**src/verilog/dual_adc_pkg.sv**
```systemverilog
// constants shared by the dual converter output pipeline
package dual_adc_pkg;
    localparam int WORD_WIDTH = 12;
    localparam int SAMPLE_WIDTH = 14;
    localparam int CLK_PERIOD_NS = 5;
    localparam int LATENCY_CYCLES = 6;
    localparam int SYNC_STAGES = 2;
    localparam int FRONT_STAGES = 3;
    localparam int DELAY_STAGES = LATENCY_CYCLES - FRONT_STAGES;
    localparam int SINGLE_ENDED_SHIFT = 1;
    localparam logic signed [SAMPLE_WIDTH-1:0] CODE_MIN = -14'sd2048;
    localparam logic signed [SAMPLE_WIDTH-1:0] CODE_MAX = 14'sd2047;
    localparam logic [WORD_WIDTH-1:0] MID_OFFSET = 12'h800;
    localparam logic [WORD_WIDTH-1:0] WORD_RESET = 12'h000;
    localparam logic [SAMPLE_WIDTH-1:0] SAMPLE_RESET = 14'h0000;
    localparam logic FORMAT_OFFSET_BINARY = 1'b0;
    localparam logic FORMAT_TWOS_COMPLEMENT = 1'b1;
endpackage

```
**src/verilog/sample_delay_line.sv**
```systemverilog
// fixed-depth delay line carrying a word and its valid flag
`timescale 1ns/1ps
`default_nettype none
module sample_delay_line #(
    parameter int WIDTH = 24,
    parameter int DEPTH = 3
) (
    input wire logic clk,
    input wire logic rst_b,
    input wire logic flush,
    input wire logic [WIDTH-1:0] dIn,
    input wire logic vIn,
    output logic [WIDTH-1:0] dOut,
    output logic vOut
);
    import dual_adc_pkg::*;

    logic [WIDTH-1:0] data_reg [DEPTH];
    logic [WIDTH-1:0] data_next [DEPTH];
    logic [DEPTH-1:0] valid_reg;
    logic [DEPTH-1:0] valid_next;

    // one register stage per entry, flush drops every valid flag
    genvar i;
    generate
        for (i = 0; i < DEPTH; i++) begin : g_stage
            always_comb begin
                data_next[i] = (i == 0) ? dIn : data_reg[(i == 0) ? 0 : i-1];
                valid_next[i] = flush ? 1'b0 : ((i == 0) ? vIn : valid_reg[(i == 0) ? 0 : i-1]);
            end
            always_ff @(posedge clk or negedge rst_b) begin
                if (!rst_b) begin
                    data_reg[i] <= '0;
                    valid_reg[i] <= 1'b0;
                end else begin
                    data_reg[i] <= data_next[i];
                    valid_reg[i] <= valid_next[i];
                end
            end
        end
    endgenerate

    assign dOut = data_reg[DEPTH-1];
    assign vOut = valid_reg[DEPTH-1];
endmodule
`default_nettype wire

```
**src/verilog/dual_adc_output_pipeline.sv**
```systemverilog
// digital output pipeline of a dual 12-bit sampling converter
// Functional notes
// - one new word per channel every clock
// - both channels captured on same rising edge
// - word appears six cycles after capture edge
// - each channel has own 12-bit bus
// - format input selects coding for both channels
// - offset binary end, quarter and mid codes
// - two's complement end, quarter and mid codes
// - single-ended double span maps to same codes
// - out-of-range input saturates at end code
// - sleep request high enters low-power state
// - format low offset binary, high two's complement
// - sleep corrupts pipeline; receiver discards until refilled
`timescale 1ns/1ps
`default_nettype none
module dual_adc_output_pipeline (
    input wire logic clk,
    input wire logic rst_b,
    input wire logic signed [dual_adc_pkg::SAMPLE_WIDTH-1:0] sampleA,
    input wire logic signed [dual_adc_pkg::SAMPLE_WIDTH-1:0] sampleB,
    input wire logic singleEnded,
    input wire logic format_select,
    input wire logic sleep_request,
    output logic [dual_adc_pkg::WORD_WIDTH-1:0] wordA,
    output logic [dual_adc_pkg::WORD_WIDTH-1:0] wordB,
    output logic wordValid,
    output logic lowPower
);
    import dual_adc_pkg::*;

    // ----------------------------------------
    // pipeline stage map
    // ----------------------------------------
    // edge 0: both inputs land in the capture flops
    // edge 1: capture copied into the hold flops
    // edge 2: hold flops clamped into offset binary codes
    // edges 3 to 5: three plain delay stages
    // edge 6: format applied, words on both output buses
    // valid flags ride along and sleep clears them all

    // ----------------------------------------
    // control input synchronisers
    // ----------------------------------------
    logic [SYNC_STAGES-1:0] fmtSync_reg;
    logic [SYNC_STAGES-1:0] fmtSync_next;

    logic [SYNC_STAGES-1:0] sleepSync_reg;
    logic [SYNC_STAGES-1:0] sleepSync_next;

    logic [SYNC_STAGES-1:0] seSync_reg;
    logic [SYNC_STAGES-1:0] seSync_next;

    logic fmtLevel;
    logic sleepLevel;
    logic seLevel;

    // shift each pin through two flops; only the last is read
    always_comb begin
        fmtSync_next = {fmtSync_reg[SYNC_STAGES-2:0], format_select};
        sleepSync_next = {sleepSync_reg[SYNC_STAGES-2:0], sleep_request};
        seSync_next = {seSync_reg[SYNC_STAGES-2:0], singleEnded};
    end

    always_ff @(posedge clk or negedge rst_b) begin
        if (!rst_b) begin
            fmtSync_reg <= '0;
            sleepSync_reg <= '0;
            seSync_reg <= '0;
        end else begin
            fmtSync_reg <= fmtSync_next;
            sleepSync_reg <= sleepSync_next;
            seSync_reg <= seSync_next;
        end
    end

    // only the second flop of each chain feeds the logic
    assign fmtLevel = fmtSync_reg[SYNC_STAGES-1];
    assign sleepLevel = sleepSync_reg[SYNC_STAGES-1];
    assign seLevel = seSync_reg[SYNC_STAGES-1];

    // ----------------------------------------
    // sample capture and quantiser
    // ----------------------------------------
    logic signed [SAMPLE_WIDTH-1:0] capA_reg;
    logic signed [SAMPLE_WIDTH-1:0] capA_next;
    logic signed [SAMPLE_WIDTH-1:0] capB_reg;
    logic signed [SAMPLE_WIDTH-1:0] capB_next;

    logic signed [SAMPLE_WIDTH-1:0] holdA_reg;
    logic signed [SAMPLE_WIDTH-1:0] holdA_next;
    logic signed [SAMPLE_WIDTH-1:0] holdB_reg;
    logic signed [SAMPLE_WIDTH-1:0] holdB_next;

    logic [WORD_WIDTH-1:0] codeA_reg;
    logic [WORD_WIDTH-1:0] codeA_next;
    logic [WORD_WIDTH-1:0] codeB_reg;
    logic [WORD_WIDTH-1:0] codeB_next;

    logic [FRONT_STAGES-1:0] frontValid_reg;
    logic [FRONT_STAGES-1:0] frontValid_next;

    // scale and clamp a sample into an offset binary code
    function automatic logic [WORD_WIDTH-1:0] quantise(input logic signed [SAMPLE_WIDTH-1:0] s,
                                                       input logic se);
        logic signed [SAMPLE_WIDTH-1:0] scaled;
        logic signed [SAMPLE_WIDTH-1:0] clamped;
        scaled = se ? (s >>> SINGLE_ENDED_SHIFT) : s;
        if (scaled < CODE_MIN) begin
            clamped = CODE_MIN;
        end else if (scaled > CODE_MAX) begin
            clamped = CODE_MAX;
        end else begin
            clamped = scaled;
        end
        return clamped[WORD_WIDTH-1:0] ^ MID_OFFSET;
    endfunction

    // both channels taken on the same edge, then resampled, then coded
    always_comb begin
        capA_next = sampleA;
        capB_next = sampleB;
        holdA_next = capA_reg;
        holdB_next = capB_reg;
        codeA_next = quantise(holdA_reg, seLevel);
        codeB_next = quantise(holdB_reg, seLevel);
        frontValid_next = sleepLevel ? '0 : {frontValid_reg[FRONT_STAGES-2:0], 1'b1};
    end

    always_ff @(posedge clk or negedge rst_b) begin
        if (!rst_b) begin
            capA_reg <= SAMPLE_RESET;
            capB_reg <= SAMPLE_RESET;
            holdA_reg <= SAMPLE_RESET;
            holdB_reg <= SAMPLE_RESET;
            codeA_reg <= WORD_RESET;
            codeB_reg <= WORD_RESET;
            frontValid_reg <= '0;
        end else begin
            capA_reg <= capA_next;
            capB_reg <= capB_next;
            holdA_reg <= holdA_next;
            holdB_reg <= holdB_next;
            codeA_reg <= codeA_next;
            codeB_reg <= codeB_next;
            frontValid_reg <= frontValid_next;
        end
    end

    // ----------------------------------------
    // remaining pipeline delay
    // ----------------------------------------
    logic [2*WORD_WIDTH-1:0] tailData;
    logic tailValid;

    // three stages after the coder, so the output register
    // loads six edges after the capture edge
    sample_delay_line #(
        .WIDTH(2*WORD_WIDTH),
        .DEPTH(DELAY_STAGES)
    ) u_delay (
        .clk(clk),
        .rst_b(rst_b),
        .flush(sleepLevel),
        .dIn({codeA_reg, codeB_reg}),
        .vIn(frontValid_reg[FRONT_STAGES-1]),
        .dOut(tailData),
        .vOut(tailValid)
    );

    // ----------------------------------------
    // output format and power state
    // ----------------------------------------
    logic [WORD_WIDTH-1:0] wordA_reg;
    logic [WORD_WIDTH-1:0] wordA_next;
    logic [WORD_WIDTH-1:0] wordB_reg;
    logic [WORD_WIDTH-1:0] wordB_next;

    logic wordValid_reg;
    logic wordValid_next;

    logic lowPower_reg;
    logic lowPower_next;

    logic [WORD_WIDTH-1:0] fmtMask;

    // format applies to both buses; msb flip gives two's complement
    always_comb begin
        fmtMask = (fmtLevel == FORMAT_TWOS_COMPLEMENT) ? MID_OFFSET : WORD_RESET;
        wordA_next = tailData[2*WORD_WIDTH-1:WORD_WIDTH] ^ fmtMask;
        wordB_next = tailData[WORD_WIDTH-1:0] ^ fmtMask;
        wordValid_next = tailValid && !sleepLevel;
        lowPower_next = sleepLevel;
        if (sleepLevel) begin
            wordA_next = WORD_RESET;
            wordB_next = WORD_RESET;
        end
    end

    always_ff @(posedge clk or negedge rst_b) begin
        if (!rst_b) begin
            wordA_reg <= WORD_RESET;
            wordB_reg <= WORD_RESET;
            wordValid_reg <= 1'b0;
            lowPower_reg <= 1'b0;
        end else begin
            wordA_reg <= wordA_next;
            wordB_reg <= wordB_next;
            wordValid_reg <= wordValid_next;
            lowPower_reg <= lowPower_next;
        end
    end

    // every output comes straight from its flop
    assign wordA = wordA_reg;
    assign wordB = wordB_reg;
    assign wordValid = wordValid_reg;
    assign lowPower = lowPower_reg;
endmodule
`default_nettype wire

```
**config.mk**
```make
export PLATFORM = sky130hd
export DESIGN_NAME = dual_adc_output_pipeline
export DESIGN_NICKNAME = d
export VERILOG_FILES = /design/src/verilog/dual_adc_pkg.sv /design/src/verilog/sample_delay_line.sv /design/src/verilog/dual_adc_output_pipeline.sv
export SDC_FILE = /design/constraint.sdc
export NUM_CORES = 1
export LEC_CHECK = 0
export BUFFER_PORTS_ARGS = -buffer_cell sky130_fd_sc_hd__buf_2
export CORE_MARGIN = 1
export CORE_UTILIZATION = 45
export CTS_BUF_LIST = sky130_fd_sc_hd__clkbuf_4
export DETAILED_ROUTE_END_ITERATION = 10
export HOLD_SLACK_MARGIN = 0.12
export PLACE_DENSITY = 0.75
export SETUP_SLACK_MARGIN = 0.1
export SLEW_MARGIN = 30
export SYNTH_ARGS = -nofsm -noshare
export SYNTH_HDL_FRONTEND = slang
export SYNTH_SLANG_ARGS = --single-unit
```
**constraint.sdc**
```tcl
create_clock -name clk -period 1.2 [get_ports clk]
set_input_delay 0.18 -clock clk [delete_from_list [all_inputs] [get_ports clk]]
set_output_delay 0.18 -clock clk [all_outputs]
set_load 0.05 [all_outputs]
```
==> results.yml <==
setup_path:
  r2r_slack_ps: -70
  cp_slowest_cell: "dfrtp_1"
  startpoint_type: "register"
  r2r-end: "codeA_reg[2]$_DFF_PN0_"
  path_buf_inv: 1
  r2r_cells: 5
  required_ps: 1020
  crit_arrival_ps: 1100
  cp_top_family: "flip-flops"
  r2r_start: "holdA_reg[11]$_DFF_PN0_"
  endpoint_kind: "output pin"
  critical_path.max_stage_delay_ps: 410
  path_cells: "buf_6"
  path_class: "register to output pin"
  path_max_fanout: 1
cts:
  numCtsBuffers: 17
  cts_tree: "done"
  htree_levels: 4
  path_clk_slew_ps: 150
  insertion_delay_ps: 540
  cts.sinks: 190
  clock_path_buffers: 2
  clock-root-buffer: "clkbuf_4"
  cts_hold_buffers: 32
floorplan:
  io_pins: 59
  coreArea_mm2: 0.01221
  start_util_pct: 46.77
  dieWidth_um: 114.7
  fp-row-count: 40
  die-area_mm2: 0.01315
  die_h_um: 114.7
synthesis:
  ys_warn_count: 0
  syn_avg_cell_area_um2: 16.51
  seq_area_frac_synth_pct: 83.24
  syn_area_mm2: 0.005712
  syn_inst: 346
  synth_nets: 379
  synth_seq_cells: 190
  synth_cell_types: 22
placed_design:
  place_hpwl_um: 4607
  port_buffers: 58
  placed_area_mm2: 0.006322
  dp_cells: 572
  place_congestion: 0.8247
routing:
  postRouteAntennaNets: 0
  drtIter0Drc: 154
  wl_per_cell_um: 14.66
  viasPerCell: 4.763
  drcViolationCount: 0
  wl_um: 9529
  dr.pass1.iters: 4
  vias: 3096
layout:
  n_antenna_cell: 0
  fin_util_pct: 64.28
  area_delta_synth_final_pct: 37.44
  postLayoutCellArea_mm2: 0.007850
  stdcell_count: 650
  largest_reg_flops: 48
  drive_gt1_share_pct: 41.08
  fillCellCount: 856
  fin_nets: 503
timing:
  fin_crit_sh_pct: 106.8
  setup_viol: 36
  hold_violations: 0
  tightest_slew_ps: 440.4
  fmax_mhz: 780.1
  fin_skew_ps: 21.59
  layout_min_cycle_time_ps: 1282
  setup_tns_ps: -2032
  slew_headroom_pct: 70.64
  drv_slew: 0
  fin_ws_ps: -81.82
  rsz0062_at_grt: "true"
grt:
  grt_pass1_vias: 3128
  grt_pass1_wl_um: 15000
  grt_overflow: 0
  track_usage_pct: 15.47
  grt_start_max_net_pins: 47
  antenna_found_initial: 0
pwr:
  peakVddDrop_mv: 1.455
  powerDensity_mw_per_mm2: 1490
  leakagePower_nw: 3.471
run_status:
  status: "complete, but fails checks"
  violations: "negative setup slack"
worst_hold_path:
  hold_path.class: "primary input to asynchronous set/reset pin"
job:
  max-cap-violations: 0
## worst max-delay path by stage
stage | cells after the start | start | endpoint
after floorplan | 4 | seSync_reg[1]$_DFF_PN0_ | codeA_reg[1]$_DFF_PN0_
after global placement | 2 | holdA_reg[12]$_DFF_PN0_ | codeA_reg[6]$_DFF_PN0_
after detailed placement | 4 | holdA_reg[11]$_DFF_PN0_ | codeA_reg[3]$_DFF_PN0_
after CTS | 1 | wordB[5]$_DFF_PN0_ | wordB[5]
after global routing | 1 | wordB[0]$_DFF_PN0_ | wordB[0]
final | 1 | wordValid$_DFF_PN0_ | wordValid
## per-layer routing
| layer | routed length (µm) | GRT usage (%) | part of all wire [%] |
|---|---|---|---|
| met2 | 4871 | 24.20 | 51 |
| met1 | 3885 | 18.31 | 41 |
| met3 | 461 | 5.506 | 4.8 |
| met5 | 0 | 0 | 0 |
| met4 | 312 | 9.784 | 3.3 |
## Yosys cell counts
| master | n | share of area, % |
|---|---|---|
| a211o_1 | 11 | 1.7 |
| a21boi_0 | 1 | 0.13 |
| buf_6 | 1 | 0.20 |
| a2bb2oi_1 | 21 | 3.2 |
| o21a_1 | 1 | 0.13 |
| xnor2_1 | 2 | 0.31 |
| o22ai_1 | 1 | 0.11 |
| o21ai_0 | 11 | 0.96 |
| inv_1 | 2 | 0.13 |
| a21oi_1 | 20 | 1.8 |
| nor2_1 | 12 | 0.79 |
| nand2_1 | 2 | 0.13 |
| dfrtp_1 | 190 | 83 |
| o21bai_1 | 10 | 1.3 |
| nor2b_1 | 28 | 3.1 |
| inv_2 | 1 | 0.066 |
| clkbuf_1 | 7 | 0.46 |
| nand2b_1 | 1 | 0.11 |
| and2_1 | 2 | 0.22 |
| buf_2 | 11 | 0.96 |
| nand3_1 | 10 | 0.88 |
| and2b_1 | 1 | 0.13 |
## report_power, final
group | leakage [nW] | switching, W | internal, W | total, W
combinational | 1.08 | 0.000713 | 0.000626 | 0.00134
clock | 0.152 | 0.00216 | 0.00111 | 0.00327
sequential | 2.24 | 0.000207 | 0.00688 | 0.00709
total | 3.47 | 0.00308 | 0.00862 | 0.0117
## repair_timing
item | in CTS | in global routing
endpoints found under the hold margin | 221 | 36
pin swaps | 30 | 9
resized for setup | 132 | 39
endpoints found under the setup margin | 47 | 48
setup buffers | 5 | 2
gates cloned | 7 | 2
## layout by cell type (no fill, tap or decap), types with 2 or more instances in the layout
cell type	instances
nand3_2	5
clkbuf_16	2
o21bai_1	2
nor2_1	9
buf_12	5
nand3_4	5
inv_8	4
dfrtp_1	186
a21oi_2	12
a21oi_4	7
dlygate4sd3_1	32
buf_4	14
dfrtp_2	4
a2bb2oi_1	3
nor2_2	3
a2bb2oi_2	17
xnor2_1	2
o21ai_1	4
a211o_1	11
o21ai_2	6
nor2b_1	28
clkinvlp_4	2
buf_2	31
o21a_4	2
o21bai_4	7
buf_6	34
clkinv_4	7
clkbuf_4	17
and2_4	3
buf_16	4
nand2_1	2
## cell type report
class | instances | area [µm²] | share of cell area (%)
clock buffers | 17 | 127.6 | 1.626
clock inverters | 14 | 160.2 | 2.040
inverters | 3 | 15.01 | 0.1913
multi-input cells | 136 | 1354 | 17.25
flip-flops and latches | 190 | 4760 | 60.63
well taps | 168 | 210.2 | 2.678
repair buffers | 122 | 1224 | 15.59
## metrics by stage
stage	power, W	setup slack, ps	hold WS (ps)
2_1_floorplan	0.007653	100.2	-115.6
3_3_place_gp	0.007979	52.08	133.7
3_5_place_dp	0.008029	-10.94	143.6
4_1_cts	0.01168	-143.6	84.51
5_1_grt	0.01224	-177.0	87.91
6_report	0.01170	-81.82	115.4
## cells by family after synthesis
family | synth area share [%]
buffers and inverters | 1.818
DFF | 83.24
and+or+nand+nor | 5.323
xor gates and xnor gates | 0.3067
AOI/OAI and AO/OA | 9.310
Note: power is estimated with default switching activity, not from simulation.
